**config.mk**
```make
export PLATFORM = sky130hd
export DESIGN_NAME = rbf_regulator_ctrl
export DESIGN_NICKNAME = d
export VERILOG_FILES = /design/src/rtl/rbf_pkg.sv /design/src/rtl/rbf_i2c_target.sv /design/src/rtl/rbf_regulator_ctrl.sv
export VERILOG_INCLUDE_DIRS = /design/src /design/src/rtl
export SDC_FILE = /design/constraint.sdc
export NUM_CORES = 1
export LEC_CHECK = 0
export BUFFER_PORTS_ARGS = -buffer_cell sky130_fd_sc_hd__buf_2
export CAP_MARGIN = 10
export CORE_UTILIZATION = 63
export DETAILED_ROUTE_END_ITERATION = 12
export GPL_TIMING_DRIVEN = 0
export HOLD_SLACK_MARGIN = 0.15
export PLACE_DENSITY_LB_ADDON = 0.25
export SLEW_MARGIN = 20
export SYNTH_ARGS = -nofsm -noshare
export SYNTH_HDL_FRONTEND = slang
export SYNTH_SLANG_ARGS = --single-unit
```
**constraint.sdc**
```tcl
create_clock -name pclk -period 8.18 [get_ports pclk]
set_clock_uncertainty 0.2 [all_clocks]
set_input_delay 0 -clock pclk [delete_from_list [all_inputs] [get_ports pclk]]
set_output_delay 0 -clock pclk [all_outputs]
set_load 0.01 [all_outputs]
```
**src/rtl/rbf_regs.svh**
```systemverilog
// register indices, field positions, reset values and timing counts of the regulator control
`ifndef RBF_REGS_SVH
`define RBF_REGS_SVH

// =====================================================================
// register indices (byte address on the register bus is four times these)
`define RBF_IDX_SOFT_RESET 8'h00
`define RBF_IDX_VOUT_REF 8'h01
`define RBF_IDX_CONTROL 8'h02
`define RBF_IDX_STATUS 8'h03
`define RBF_IDX_MFR_ID 8'h40
`define RBF_IDX_DEV_ID 8'h41

// =====================================================================
// field positions and reset values
`define RBF_SOFT_RESET_BIT 0
`define RBF_CTRL_FORCED_BIT 2
`define RBF_CTRL_BYPASS_BIT 3
`define RBF_ST_SUPPLY_OK_BIT 0
`define RBF_ST_FAULT_BIT 1
`define RBF_ST_SOFTSTART_BIT 2
`define RBF_ST_HS_BIT 3
`define RBF_VOUT_REF_RST 7'h00
`define RBF_CTRL_RST 1'h0

// =====================================================================
// serial bus constants
`define RBF_TARGET_ADDR 7'h70
`define RBF_HS_CODE 5'h01

// =====================================================================
// timing: times in their own unit, cycle counts derived from the clock rate
`define RBF_PCLK_MHZ 50
`define RBF_SS_TIMEOUT_US 1000
`define RBF_PEAK_LIMIT_US 700
`define RBF_RESTART_US 30000
`define RBF_SS_TIMEOUT_CYC (`RBF_SS_TIMEOUT_US * `RBF_PCLK_MHZ)
`define RBF_PEAK_LIMIT_CYC (`RBF_PEAK_LIMIT_US * `RBF_PCLK_MHZ)
`define RBF_RESTART_CYC (`RBF_RESTART_US * `RBF_PCLK_MHZ)
`define RBF_RAMP_STEP_CYC 12'h040

`endif

```
**src/rtl/rbf_pkg.sv**
```systemverilog
// types shared by the regulator control blocks
package rbf_pkg;
	// power sequencer states
	typedef enum logic [1:0] {seq_off, seq_soft, seq_run, seq_fault} rbf_seq_t;
	// serial target states
	typedef enum logic [3:0] {i2c_idle, i2c_addr, i2c_ack_a, i2c_idx, i2c_ack_i, i2c_wdat,
		i2c_ack_w, i2c_rdat, i2c_rack, i2c_wait} rbf_i2c_t;
endpackage

```
**src/rtl/rbf_i2c_target.sv**
```systemverilog
// serial bus target: address match, register index, byte write and read
`timescale 1ns/1ps
`include "rbf_regs.svh"
module rbf_i2c_target (
	input wire logic pclk,
	input wire logic presetn,
	input wire logic scl_pin,
	input wire logic sda_pin_in,
	output logic sda_pin_out,
	output logic sda_pin_oe_n,
	input wire logic [7:0] rd_data,
	output logic [7:0] reg_idx,
	output logic wr_stb,
	output logic [7:0] wr_data,
	output logic hs_mode
);
	typedef struct packed {
		logic scl_s1, scl_s2, scl_d, sda_s1, sda_s2, sda_d;
		rbf_pkg::rbf_i2c_t st;
		logic [3:0] cnt;
		logic [7:0] sh;
		logic [7:0] idx;
		logic rw, oe_n, wr_stb;
		logic [7:0] wr_data;
		logic hs;
	} rbf_i2c_state_t;
	rbf_i2c_state_t r, n;
	logic scl_rise, scl_fall, start_c, stop_c;

	// =====================================================================
	// bus events, seen only after the second synchroniser stage
	assign scl_rise = r.scl_s2 & ~r.scl_d;
	assign scl_fall = ~r.scl_s2 & r.scl_d;
	assign start_c = r.scl_s2 & r.scl_d & r.sda_d & ~r.sda_s2;
	assign stop_c = r.scl_s2 & r.scl_d & ~r.sda_d & r.sda_s2;

	// next state; at 50 MHz a high-speed bit is only a few samples wide, so timing is tight
	always_comb
	begin
		n = r;
		n.scl_s1 = scl_pin;
		n.scl_s2 = r.scl_s1;
		n.scl_d = r.scl_s2;
		n.sda_s1 = sda_pin_in;
		n.sda_s2 = r.sda_s1;
		n.sda_d = r.sda_s2;
		n.wr_stb = 1'b0;
		if (stop_c)
		begin
			n.st = rbf_pkg::i2c_idle;
			n.oe_n = 1'b1;
			n.hs = 1'b0;
		end
		else if (start_c)
		begin
			n.st = rbf_pkg::i2c_addr; // repeated start keeps hs
			n.cnt = 4'h0;
			n.oe_n = 1'b1;
		end
		else if (scl_rise)
		begin
			// data sampled on the rising clock, msb first
			unique case (r.st)
				rbf_pkg::i2c_addr, rbf_pkg::i2c_idx, rbf_pkg::i2c_wdat:
				begin
					n.sh = {r.sh[6:0], r.sda_s2};
					n.cnt = r.cnt + 4'h1;
				end
				rbf_pkg::i2c_rdat: n.cnt = r.cnt + 4'h1;
				rbf_pkg::i2c_rack:
				begin
					if (r.sda_s2)
						n.st = rbf_pkg::i2c_wait; // controller nack ends the read
					else
						n.idx = r.idx + 8'h01;
				end
				default: n.st = r.st;
			endcase
		end
		else if (scl_fall)
		begin
			// the data line only changes while the clock is low
			unique case (r.st)
				rbf_pkg::i2c_addr:
				if (r.cnt == 4'h8)
				begin
					if (r.sh[7:1] == `RBF_TARGET_ADDR)
					begin
						n.oe_n = 1'b0;
						n.rw = r.sh[0];
						n.st = rbf_pkg::i2c_ack_a;
					end
					else if (r.sh[7:3] == `RBF_HS_CODE)
					begin
						n.hs = 1'b1;
						n.st = rbf_pkg::i2c_wait;
					end
					else
						n.st = rbf_pkg::i2c_wait;
				end
				rbf_pkg::i2c_idx:
				if (r.cnt == 4'h8)
				begin
					n.idx = r.sh;
					n.oe_n = 1'b0;
					n.st = rbf_pkg::i2c_ack_i;
				end
				rbf_pkg::i2c_wdat:
				if (r.cnt == 4'h8)
				begin
					n.wr_stb = 1'b1;
					n.wr_data = r.sh;
					n.oe_n = 1'b0;
					n.st = rbf_pkg::i2c_ack_w;
				end
				rbf_pkg::i2c_ack_a:
				begin
					n.cnt = 4'h0;
					n.st = r.rw ? rbf_pkg::i2c_rdat : rbf_pkg::i2c_idx;
					n.sh = rd_data;
					n.oe_n = r.rw ? rd_data[7] : 1'b1;
				end
				rbf_pkg::i2c_ack_i, rbf_pkg::i2c_ack_w:
				begin
					n.cnt = 4'h0;
					n.st = rbf_pkg::i2c_wdat;
					n.oe_n = 1'b1;
					if (r.st == rbf_pkg::i2c_ack_w)
						n.idx = r.idx + 8'h01;
				end
				rbf_pkg::i2c_rdat:
				if (r.cnt == 4'h8)
				begin
					n.oe_n = 1'b1;
					n.st = rbf_pkg::i2c_rack;
				end
				else
				begin
					n.sh = {r.sh[6:0], 1'b0};
					n.oe_n = r.sh[6];
				end
				rbf_pkg::i2c_rack:
				begin
					n.cnt = 4'h0;
					n.st = rbf_pkg::i2c_rdat;
					n.sh = rd_data;
					n.oe_n = rd_data[7];
				end
				default: n.st = r.st;
			endcase
		end
	end

	// state register
	always_ff @(posedge pclk or negedge presetn)
	begin
		if (!presetn)
			r <= '{scl_s1: 1'b1, scl_s2: 1'b1, scl_d: 1'b1, sda_s1: 1'b1, sda_s2: 1'b1,
				sda_d: 1'b1, st: rbf_pkg::i2c_idle, oe_n: 1'b1, default: '0};
		else
			r <= n;
	end

	assign sda_pin_out = 1'b0; // open drain: only ever pulls low
	assign sda_pin_oe_n = r.oe_n;
	assign reg_idx = r.idx;
	assign wr_stb = r.wr_stb;
	assign wr_data = r.wr_data;
	assign hs_mode = r.hs;
endmodule

```
**src/rtl/rbf_regulator_ctrl.sv**
```systemverilog
// regulator control: register bus slave, power sequencer, fault supervisor, bridge drive
// =====================================================================
`timescale 1ns/1ps
`include "rbf_regs.svh"
module rbf_regulator_ctrl #(
	parameter int SS_TIMEOUT_CYC = `RBF_SS_TIMEOUT_CYC,
	parameter int PEAK_LIMIT_CYC = `RBF_PEAK_LIMIT_CYC,
	parameter int RESTART_CYC = `RBF_RESTART_CYC,
	parameter logic [7:0] MFR_ID = 8'h5A, // arbitrary value
	parameter logic [7:0] DEV_ID = 8'h01 // arbitrary value
) (
	input wire logic pclk,
	input wire logic presetn,
	input wire logic psel,
	input wire logic penable,
	input wire logic pwrite,
	input wire logic [11:0] paddr,
	input wire logic [31:0] pwdata,
	output logic [31:0] prdata,
	output logic pready,
	output logic pslverr,
	input wire logic scl_pin,
	input wire logic sda_pin_in,
	output logic sda_pin_out,
	output logic sda_pin_oe_n,
	input wire logic en_pin,
	input wire logic vout_ok_pin,
	input wire logic peak_limit_pin,
	input wire logic over_temp_pin,
	input wire logic undervoltage_lockout,
	input wire logic vin_above_target_pin,
	input wire logic mod_pulse_pin,
	output logic input_high_switch,
	output logic input_low_switch,
	output logic output_high_switch,
	output logic output_low_switch,
	output logic out_discharge_on,
	output logic supply_ok_flag_out,
	output logic supply_ok_flag_oe_n,
	output logic [6:0] ref_dac_code,
	output logic light_load_pulse_skip,
	output logic bypass_mode
);
	localparam int NPIN = 7;
	localparam int PIN_EN = 0;
	localparam int PIN_VOK = 1;
	localparam int PIN_PEAK = 2;
	localparam int PIN_OT = 3;
	localparam int PIN_UV = 4;
	localparam int PIN_VINAB = 5;
	localparam int PIN_PULSE = 6;

	typedef struct packed {
		logic [NPIN-1:0] s1, s2;
		rbf_pkg::rbf_seq_t st;
		logic [20:0] tmr;
		logic [20:0] overcurrent_protect;
		logic [11:0] step;
		logic [6:0] ref_code;
		logic [6:0] vout_ref;
		logic bypass, forced;
		logic [31:0] prdata;
		logic pready, pslverr;
		logic [3:0] sw;
		logic discharge, pg_oe_n, llps;
	} rbf_top_state_t;
	rbf_top_state_t r, n;

	logic [NPIN-1:0] pins;
	logic [7:0] i2c_idx, i2c_wdata;
	logic i2c_wr, hs;
	logic [7:0] apb_idx;
	logic apb_hit;
	logic en, vok, peak, ot, uv, vinab, pulse;
	logic fault_now, soft_done;

	// =====================================================================
	// serial target; it runs whatever the enable pin does
	rbf_i2c_target u_i2c (
		.pclk(pclk),
		.presetn(presetn),
		.scl_pin(scl_pin),
		.sda_pin_in(sda_pin_in),
		.sda_pin_out(sda_pin_out),
		.sda_pin_oe_n(sda_pin_oe_n),
		.rd_data(reg_read(r, i2c_idx, hs)),
		.reg_idx(i2c_idx),
		.wr_stb(i2c_wr),
		.wr_data(i2c_wdata),
		.hs_mode(hs)
	);

	// =====================================================================
	// register decode shared by both access paths
	function automatic logic idx_mapped(input logic [7:0] idx);
		return idx inside {`RBF_IDX_SOFT_RESET, `RBF_IDX_VOUT_REF, `RBF_IDX_CONTROL,
			`RBF_IDX_STATUS, `RBF_IDX_MFR_ID, `RBF_IDX_DEV_ID};
	endfunction

	function automatic logic [7:0] reg_read(input rbf_top_state_t s, input logic [7:0] idx,
		input logic hs_in);
		logic [7:0] d;
		d = 8'h00;
		unique case (idx)
			`RBF_IDX_VOUT_REF: d = {1'b0, s.vout_ref};
			`RBF_IDX_CONTROL:
			begin
				d[`RBF_CTRL_BYPASS_BIT] = s.bypass;
				d[`RBF_CTRL_FORCED_BIT] = s.forced;
			end
			`RBF_IDX_STATUS:
			begin
				d[`RBF_ST_SUPPLY_OK_BIT] = s.st == rbf_pkg::seq_run;
				d[`RBF_ST_FAULT_BIT] = s.st == rbf_pkg::seq_fault;
				d[`RBF_ST_SOFTSTART_BIT] = s.st == rbf_pkg::seq_soft;
				d[`RBF_ST_HS_BIT] = hs_in;
			end
			`RBF_IDX_MFR_ID: d = MFR_ID;
			`RBF_IDX_DEV_ID: d = DEV_ID;
			default: d = 8'h00; // soft reset and unmapped read zero
		endcase
		return d;
	endfunction

	// one write; read-only indices quietly ignore it
	function automatic rbf_top_state_t reg_write(input rbf_top_state_t s,
		input logic [7:0] idx, input logic [7:0] d);
		rbf_top_state_t o;
		o = s;
		unique case (idx)
			`RBF_IDX_SOFT_RESET:
			if (d[`RBF_SOFT_RESET_BIT])
			begin
				o.vout_ref = `RBF_VOUT_REF_RST;
				o.bypass = `RBF_CTRL_RST;
				o.forced = `RBF_CTRL_RST;
			end
			`RBF_IDX_VOUT_REF: o.vout_ref = d[6:0];
			`RBF_IDX_CONTROL:
			begin
				o.bypass = d[`RBF_CTRL_BYPASS_BIT];
				o.forced = d[`RBF_CTRL_FORCED_BIT];
			end
			default: o.vout_ref = s.vout_ref;
		endcase
		return o;
	endfunction

	// =====================================================================
	// pin inputs, each through two flip-flops before use
	assign pins = {mod_pulse_pin, vin_above_target_pin, undervoltage_lockout, over_temp_pin,
		peak_limit_pin, vout_ok_pin, en_pin};
	assign en = r.s2[PIN_EN];
	assign vok = r.s2[PIN_VOK];
	assign peak = r.s2[PIN_PEAK];
	assign ot = r.s2[PIN_OT];
	assign uv = r.s2[PIN_UV];
	assign vinab = r.s2[PIN_VINAB];
	assign pulse = r.s2[PIN_PULSE];

	assign apb_idx = paddr[9:2];
	assign apb_hit = paddr[11:10] == 2'h0 && idx_mapped(apb_idx);

	// fault causes; sustained peak current counts only outside bypass
	assign fault_now = ot || uv
		|| (!r.bypass && r.overcurrent_protect == 21'(PEAK_LIMIT_CYC - 1))
		|| (r.st == rbf_pkg::seq_soft && r.tmr == 21'(SS_TIMEOUT_CYC - 1));
	assign soft_done = r.ref_code == r.vout_ref && vok;

	// =====================================================================
	// next state: bus slave, registers, sequencer and drive
	always_comb
	begin
		n = r;
		n.s1 = pins;
		n.s2 = r.s1;

		// bus slave: one wait state, data and error registered for the access phase
		n.pready = 1'b0;
		n.pslverr = 1'b0;
		if (psel && penable && !r.pready)
		begin
			n.pready = 1'b1;
			n.pslverr = !apb_hit;
			n.prdata = (pwrite || !apb_hit) ? 32'h0000_0000 : {24'h00_0000, reg_read(r, apb_idx, hs)};
		end
		if (psel && penable && r.pready && pwrite && apb_hit)
			n = reg_write(n, apb_idx, pwdata[7:0]);
		// a serial write in the same cycle lands after the bus write
		if (i2c_wr)
			n = reg_write(n, i2c_idx, i2c_wdata);

		// sequencer
		n.tmr = r.tmr + 21'h00_0001;
		n.step = r.step + 12'h001;
		if ((r.st == rbf_pkg::seq_soft || r.st == rbf_pkg::seq_run) && peak && !r.bypass)
			n.overcurrent_protect = r.overcurrent_protect + 21'h00_0001;
		else
			n.overcurrent_protect = 21'h00_0000;
		if (!en && r.st != rbf_pkg::seq_off)
			n.st = rbf_pkg::seq_off;
		else
		begin
			unique case (r.st)
				rbf_pkg::seq_off:
				if (en)
				begin
					n.st = rbf_pkg::seq_soft;
					n.tmr = 21'h00_0000;
					n.step = 12'h000;
					n.ref_code = 7'h00;
				end
				rbf_pkg::seq_soft, rbf_pkg::seq_run:
				begin
					// reference walks one code per step toward the target
					if (r.step == `RBF_RAMP_STEP_CYC - 12'h001)
					begin
						n.step = 12'h000;
						if (r.ref_code < r.vout_ref)
							n.ref_code = r.ref_code + 7'h01;
						else if (r.ref_code > r.vout_ref)
							n.ref_code = r.ref_code - 7'h01;
					end
					if (fault_now)
					begin
						n.st = rbf_pkg::seq_fault;
						n.tmr = 21'h00_0000;
						n.overcurrent_protect = 21'h00_0000;
					end
					else if (r.st == rbf_pkg::seq_soft && soft_done)
						n.st = rbf_pkg::seq_run;
				end
				rbf_pkg::seq_fault:
				if (r.tmr == 21'(RESTART_CYC - 1))
				begin
					n.st = rbf_pkg::seq_soft;
					n.tmr = 21'h00_0000;
					n.step = 12'h000;
					n.ref_code = 7'h00;
				end
			endcase
		end

		// bridge drive from the state being entered; no dead time is inserted here
		n.sw = 4'h0; // {output low, output high, input low, input high}
		if (n.st == rbf_pkg::seq_run && n.bypass)
			n.sw = 4'h5;
		else if (n.st == rbf_pkg::seq_soft || n.st == rbf_pkg::seq_run)
		begin
			if (vinab)
				n.sw = {1'b0, 1'b1, !pulse, pulse};
			else
				n.sw = {pulse, !pulse, 1'b0, 1'b1};
		end
		n.discharge = n.st == rbf_pkg::seq_off;
		n.pg_oe_n = n.st == rbf_pkg::seq_run;
		n.llps = n.bypass || !n.forced; // forced bit is ignored while bypassing
	end

	// =====================================================================
	// state register
	always_ff @(posedge pclk or negedge presetn)
	begin
		if (!presetn)
			r <= '{st: rbf_pkg::seq_off, vout_ref: `RBF_VOUT_REF_RST, discharge: 1'b1,
				llps: 1'b1, default: '0};
		else
			r <= n;
	end

	assign prdata = r.prdata;
	assign pready = r.pready;
	assign pslverr = r.pslverr;
	assign input_high_switch = r.sw[0];
	assign input_low_switch = r.sw[1];
	assign output_high_switch = r.sw[2];
	assign output_low_switch = r.sw[3];
	assign out_discharge_on = r.discharge;
	assign supply_ok_flag_out = 1'b0;
	assign supply_ok_flag_oe_n = r.pg_oe_n;
	assign ref_dac_code = r.ref_code;
	assign light_load_pulse_skip = r.llps;
	assign bypass_mode = r.bypass;
endmodule

```
==> results of run 1 <==
[cell families (layout without fill, tap and decap cells)]
| family | Yosys count | in the layout | share of synthesized area |
|---|---|---|---|
| other cells | 1 | 27 | 0.000466 |
| fa+ha+maj | 33 | 33 | 0.0522 |
| xor+xnor | 57 | 57 | 0.0620 |
| buf+inv | 108 | 253 | 0.0704 |
| mux | 5 | 5 | 0.00653 |
| compound gates | 180 | 180 | 0.151 |
| simple gates | 338 | 338 | 0.212 |
| flops | 143 | 143 | 0.446 |
[final timing paths]
kind	from	end	slack, ns	depth (start not counted)
max	paddr[9]	output_low_switch	4.67	10
min	r[120]	en	0.15	0
max reg2reg	r[44]	ref_dac_code[6]	4.84	13
min reg2reg	r[120]	en	0.15	0
max in group asynchronous	presetn	u_i2c.n[39]	6.81	4
min in group asynchronous	presetn	out_discharge_on	0.47	3
[critical path: stages]
cell and delay [ns]:
dlygate4sd3_1 0.55, buf_2 0.12, nor3_1 0.35, dlygate4sd3_1 0.68, nand4_1 0.18, o31ai_1 0.28, dlygate4sd3_1 0.59, a21oi_1 0.09
o21ai_0 0.55, and4_1 0.27
[layout make-up]
type                       count  area, um^2  share of cell area
sequential                   143        3590               0.365
multi-input combinational    640        3990               0.406
tap                          168         210              0.0214
buffer                        70         424              0.0431
clock inverter                 6        86.3             0.00878
clock buffer                  24         462              0.0469
inverter                      38         143              0.0145
timing repair buffer         115         926              0.0941
[stage by stage]
stage | total power, mW | hold WS (ns) | std cells | util
6_report | 2.19 | 0.148 | 1204 | 0.805
5_1_grt | 2.29 | 0.153 | 1204 | 0.805
4_1_cts | 2.17 | 0.151 | 1204 | 0.805
3_5_place_dp | 1.41 | -0.263 | 1114 | 0.710
3_3_place_gp | 1.40 | -0.0945 | 1113 | 0.707
2_1_floorplan | 1.25 | -0.496 | 891 | -
[power groups by stage]
stage | clock, mW | sequential, mW | combinational [mW]
global placement | 0 | 0.851 | 0.546
finish | 0.739 | 0.845 | 0.602
CTS | 0.743 | 0.842 | 0.589
detailed placement | 0 | 0.853 | 0.559
global route | 0.775 | 0.855 | 0.664
floorplan | 0 | 0.844 | 0.403
[metal layers]
metal,part of all wire,GRT usage
met5,0,0
met2,0.49,0.555
met4,0.032,0.160
met3,0.068,0.0717
met1,0.41,0.406
[synth_stat cells (21+ instances only)]
cell and count:
dfrtp_1 134, xnor2_1 30, nand3_1 30, a21oi_1 37, ha_1 32, inv_1 38
clkbuf_1 21, nand2_1 80, buf_4 41, xor2_1 27, nor2_1 78, nor3_1 38
o21ai_0 49
[sequential cells by signal, indices dropped and copies added (netlist names), 4 cells and up]
signal / flops
u_i2c.wr_data: 7
r: 74
u_i2c.r: 19
ref_dac_code: 7
prdata: 7
u_i2c.reg_idx: 8
u_i2c.n: 4
==> results.py, run 1 <==
metrics = {
    "detailed_routing": {
        "post_drt_via_cell_ratio": 5.91,
        "drt_first_pass_iters": 6,
        "drt-total-wl_um": 20300,
        "drc": 0,
        "drt_iter0_markers": 558,
        "via_count": 7119,
        "wl_per_cell_um": 16.8,
        "ant_nets": 0,
    },
    "finish": {
        "drive_above_1_share": 0.145,
        "layout_common_cells": "dfrtp_1, nand2_1, nor2_1",
        "final_nets": 1116,
        "fillers": 808,
        "final_common_cell": "dfrtp_1",
        "syn_to_final_growth_pct": 22.1,
        "insertedDiodeCount": 0,
        "final_cell_area_um2": 9830,
    },
    "placed_design": {
        "portBuffers": 54,
        "hpwlAfterDp_um": 12500,
        "dpl_cell_area_um2": 8670,
        "place_congestion": 0.934,
        "place_ws_ns": 4.85,
    },
    "floorplanning": {
        "fp.dieH_um": 115,
        "initial_core_util": 0.659,
        "die_area_um2": 13200,
        "rows": 40,
        "coreArea_um2": 12200,
        "fp.dieW_um": 115,
        "pin_count": 110,
    },
    "timing": {
        "hold_viol_final": 0,
        "finalCritPeriodShare": 0.430,
        "maxSlewViolCount": 0,
        "maxSlewHeadroom": 0.322,
        "setup_viol": 0,
        "tns_ns": 0,
        "fmax_ghz": 0.285,
        "setup_slack_ns": 4.67,
        "worst_pin_slew_ns": 1.01,
        "period_needed_ns": 3.51,
        "rsz0062_at_grt": "no",
    },
    "power": {
        "combPwrFrac": 0.275,
        "irDropWorstVdd_v": 0.000205,
        "sw_frac_of_total": 0.332,
        "p_leak_nw": 4.57,
        "p_seq_frac": 0.387,
        "p_sw_uw": 726,
        "power.clock.fraction": 0.338,
        "power_density_nw_per_um2": 222,
        "p_int_mw": 1.46,
    },
    "critical_path": {
        "critPathKind": "in -> reg",
        "start_kind": "input port",
        "cp.required_ns": 8.33,
        "endpoint_kind": "register",
        "worstPathArrival_ns": 3.67,
        "worstPathMaxFanout": 4,
    },
    "global_route": {
        "grt_pass1_vias": 7083,
        "grt_util_all_layers": 0.330,
        "grt_max_degree": 93,
        "antenna_found_initial": 0,
        "grt_pass1_wl_um": 33500,
        "grt-ovfl-total": 0,
    },
    "clock_network": {
        "insertion_delay_ns": 0.42,
        "cts_resized": 0,
        "cts.sinks": 143,
        "cts-root-buf": "clkbuf_16",
        "clk_pin_slew_ns": 0.06,
        "cts_buffers": 17,
        "htree_levels": 4,
        "clk_path_buf_depth": 2,
        "cts_tree": "done",
        "hold_buffers": 60,
        "postCtsSetupRepairBufs": 0,
    },
    "outcome": {
        "status": "finished, final reports clean",
    },
    "logic_synthesis": {
        "ys.warnings.count": 0,
        "postSynthAreaPerCell_um2": 9.31,
        "synth-seq-area-share": 0.446,
        "synth-main-ff-cell": "dfrtp_1",
        "ys_ff_latch": 143,
        "asyncSetResetFlopFracSynth": 1.00,
        "postSynthCellCount": 865,
        "yosysTopAreaCell": "dfrtp_1",
        "synth.distinct_cells": 64,
        "syn-cell-area_um2": 8050,
        "synth_area_leaders": "dfrtp_1, ha_1, buf_4, nand2_1, nor2_1",
        "synth_edf_count": 0,
        "synth_top_area_share": 0.416,
    },
    "hold_path": {
        "hold_path_class": "reg -> reg",
    },
    "flow_run": {
        "drv_cap": 0,
    },
}
Note: power is estimated with default switching activity, not from simulation.
==> run 2: changes to the inputs <==
- ABC_AREA: not set -> 1
- CORE_UTILIZATION: 63 -> 59
- clock period: 8.18 -> 3.3 ns (I/O delays scaled with it)
==> run 2 against run 1 <==
Hold slack gained 0.0034 ns. Synthesized cell count grew 28%. Critical path depth grew 3. Critical endpoint is now prdata[1]. Highest routed layer unchanged. Clock power grew to 2.7 times the previous value.
==> results.py, run 2 <==
metrics = {
    "finish": {
        "final_nets": 1362,
        "final_cell_area_um2": 10500,
        "largest_register_ffs": 74,
        "top_register": "r",
        "layout_common_cells": "nand2_1, inv_1, dfrtp_1",
        "post-route-util": 0.748,
        "drive_above_1_share": 0.170,
        "syn_to_final_growth_pct": 21.8,
        "final_common_cell": "nand2_1",
    },
    "detailed_routing": {
        "drt_first_pass_iters": 9,
        "drc": 0,
        "drt_iter0_markers": 642,
        "drt-total-wl_um": 20800,
        "via_count": 7950,
        "wl_per_cell_um": 14.2,
        "post_drt_via_cell_ratio": 5.43,
        "ant_nets": 0,
    },
    "global_route": {
        "busiest_layer": "met2",
        "use_met3": 0.0567,
        "grt_util_all_layers": 0.290,
        "grt-ovfl-total": 0,
        "grt_max_degree": 75,
        "grt_pass1_wl_um": 34200,
        "global_route.usage.met1": 0.374,
        "met2_usage": 0.473,
        "antenna_found_initial": 0,
        "grt_pass1_vias": 7571,
    },
    "logic_synthesis": {
        "ys_ff_latch": 143,
        "asyncSetResetFlopFracSynth": 1.00,
        "postSynthAreaPerCell_um2": 7.80,
        "synth_top_area_share": 0.387,
        "synth_edf_count": 0,
        "syn-cell-area_um2": 8660,
        "synth-seq-area-share": 0.415,
        "postSynthCellCount": 1110,
        "synth_area_leaders": "dfrtp_1, nand2_1, inv_1, nand3_1, nor2_1",
        "synth-main-ff-cell": "dfrtp_1",
        "yosysTopAreaCell": "dfrtp_1",
        "ys.warnings.count": 0,
        "yosysMostFrequentCell": "nand2_1",
        "synth.distinct_cells": 46,
        "synth_commonest_cells": "nand2_1, inv_1, dfrtp_1, nor2_1, nand3_1",
    },
    "placed_design": {
        "place_ws_ns": 0.346,
        "portBuffers": 55,
        "hpwlAfterDp_um": 13600,
        "place_congestion": 0.896,
        "dpl_cell_area_um2": 9290,
    },
    "floorplanning": {
        "initial_core_util": 0.614,
        "pin_count": 110,
        "rows": 43,
        "die_area_um2": 15200,
        "fp.dieH_um": 123,
        "fp.dieW_um": 123,
        "coreArea_um2": 14100,
    },
    "critical_path": {
        "worstPathArrival_ns": 3.17,
        "critPathKind": "in -> reg",
        "cp.required_ns": 3.47,
        "endpoint_kind": "register",
        "worstPathMaxFanout": 6,
        "start_kind": "input port",
    },
    "outcome": {
        "status": "finished, final reports clean",
    },
    "clock_network": {
        "insertion_delay_ns": 0.43,
        "cts_tree": "done",
        "clk_pin_slew_ns": 0.06,
        "cts.sinks": 143,
        "cts-root-buf": "clkbuf_16",
        "cts_buffers": 17,
        "htree_levels": 4,
        "clk_path_buf_depth": 2,
    },
    "timing": {
        "maxSlewViolCount": 0,
        "finalCritPeriodShare": 0.907,
        "setup_viol": 0,
        "period_needed_ns": 2.99,
        "rsz0062_at_grt": "no",
        "tns_ns": 0,
        "fmax_ghz": 0.334,
        "hold_viol_final": 0,
        "setup_slack_ns": 0.306,
    },
    "power": {
        "p_leak_nw": 4.99,
        "combPwrFrac": 0.241,
        "power_density_nw_per_um2": 515,
        "total_power_mw": 5.43,
        "irDropWorstVdd_v": 0.000626,
        "p_int_mw": 3.60,
        "p_sw_mw": 1.83,
        "p_seq_frac": 0.395,
        "sw_frac_of_total": 0.338,
        "power.clock.fraction": 0.363,
    },
    "hold_path": {
        "hold_path_class": "reg -> reg",
    },
    "flow_run": {
        "drv_cap": 0,
    },
}
==> run 2: cell count changes after synthesis, moves of 15 or more <==
cell      change
nor2b_1      -15
nand2_1     +123
and3_1       -20
nand3_1      +67
clkbuf_1     -20
nor2_1       +44
a22o_1       -16
inv_1       +107
xnor2_1      -26
==> run 2: cells by family (layout without fill, tap and decap cells) <==
group	count (synthesis)	in the layout	synth area share
simple gates	549	549	0.296
buf+inv	205	353	0.111
compound gates	152	152	0.102
fa+ha+maj	33	33	0.0486
other cells	1	28	0.000433
xor+xnor	27	27	0.0273
flops	143	143	0.415
==> run 2: final cells by class <==
type,count,area (um^2)
well taps,180,225
repair buffers,116,928
flip-flops and latches,143,3590
diodes,1,2.50
multi-input cells,788,4230
fillers,1033,3550
clock inverters,14,168
inverters,152,571
plain buffers,53,393
clock buffers,18,439
==> run 2: routing by layer <==
layer  vias to the layer above  wire [um]
met5                         -          0
met4                         0        624
met3                        75       1090
met2                       291       9890
met1                      3658       9170
li1                       3926          -
==> run 2: worst max-delay path, stage by stage <==
cell and delay (ns):
dlygate4sd3_1 0.54, buf_2 0.12, nand2_1 0.05, dlygate4sd3_1 0.56
nor2_1 0.13, nand2_1 0.10, nand3_2 0.11, nand2_1 0.07
nor2_2 0.08, dlygate4sd3_1 0.68, nand3_1 0.10, dlygate4sd3_1 0.57
nand2_1 0.06
==> run 2: timing repair <==
item / CTS / global route
hold buffers: 60 / 0
buffers inserted: 0 / 1
hold endpoints to repair: 174 / 0
endpoints found under the setup margin: 0 / 9
gates resized for setup: 0 / 7
==> run 2: power groups by stage <==
stage               registers (mW)  logic [mW]  clock network, mW
floorplan                     2.15       0.887                  0
global placement              2.17        1.22                  0
detailed placement            2.17        1.25                  0
CTS                           2.14        1.30               2.00
global route                  2.17        1.49               2.08
finish                        2.15        1.31               1.98
==> run 2: per-stage QoR <==
stage	hold slack [ns]	std cells
2_1_floorplan	-0.496	1136
3_3_place_gp	-0.0940	1371
3_5_place_dp	-0.214	1372
4_1_cts	0.152	1464
5_1_grt	0.165	1464
6_report	0.152	1465
==> run 2: worst paths after layout <==
| kind | startpoint | endpoint | slack [ns] | cells past startpoint |
|---|---|---|---|---|
| setup / recovery | paddr[8] | prdata[1] | 0.31 | 13 |
| hold / removal | r[122] | peak | 0.15 | 0 |
| setup reg to reg | r[48] | ref_dac_code[6] | 0.35 | 15 |
| hold reg to reg | r[122] | peak | 0.15 | 0 |
| max in group asynchronous | presetn | light_load_pulse_skip | 1.97 | 4 |
| min in group asynchronous | presetn | u_i2c.r[39] | 0.52 | 3 |
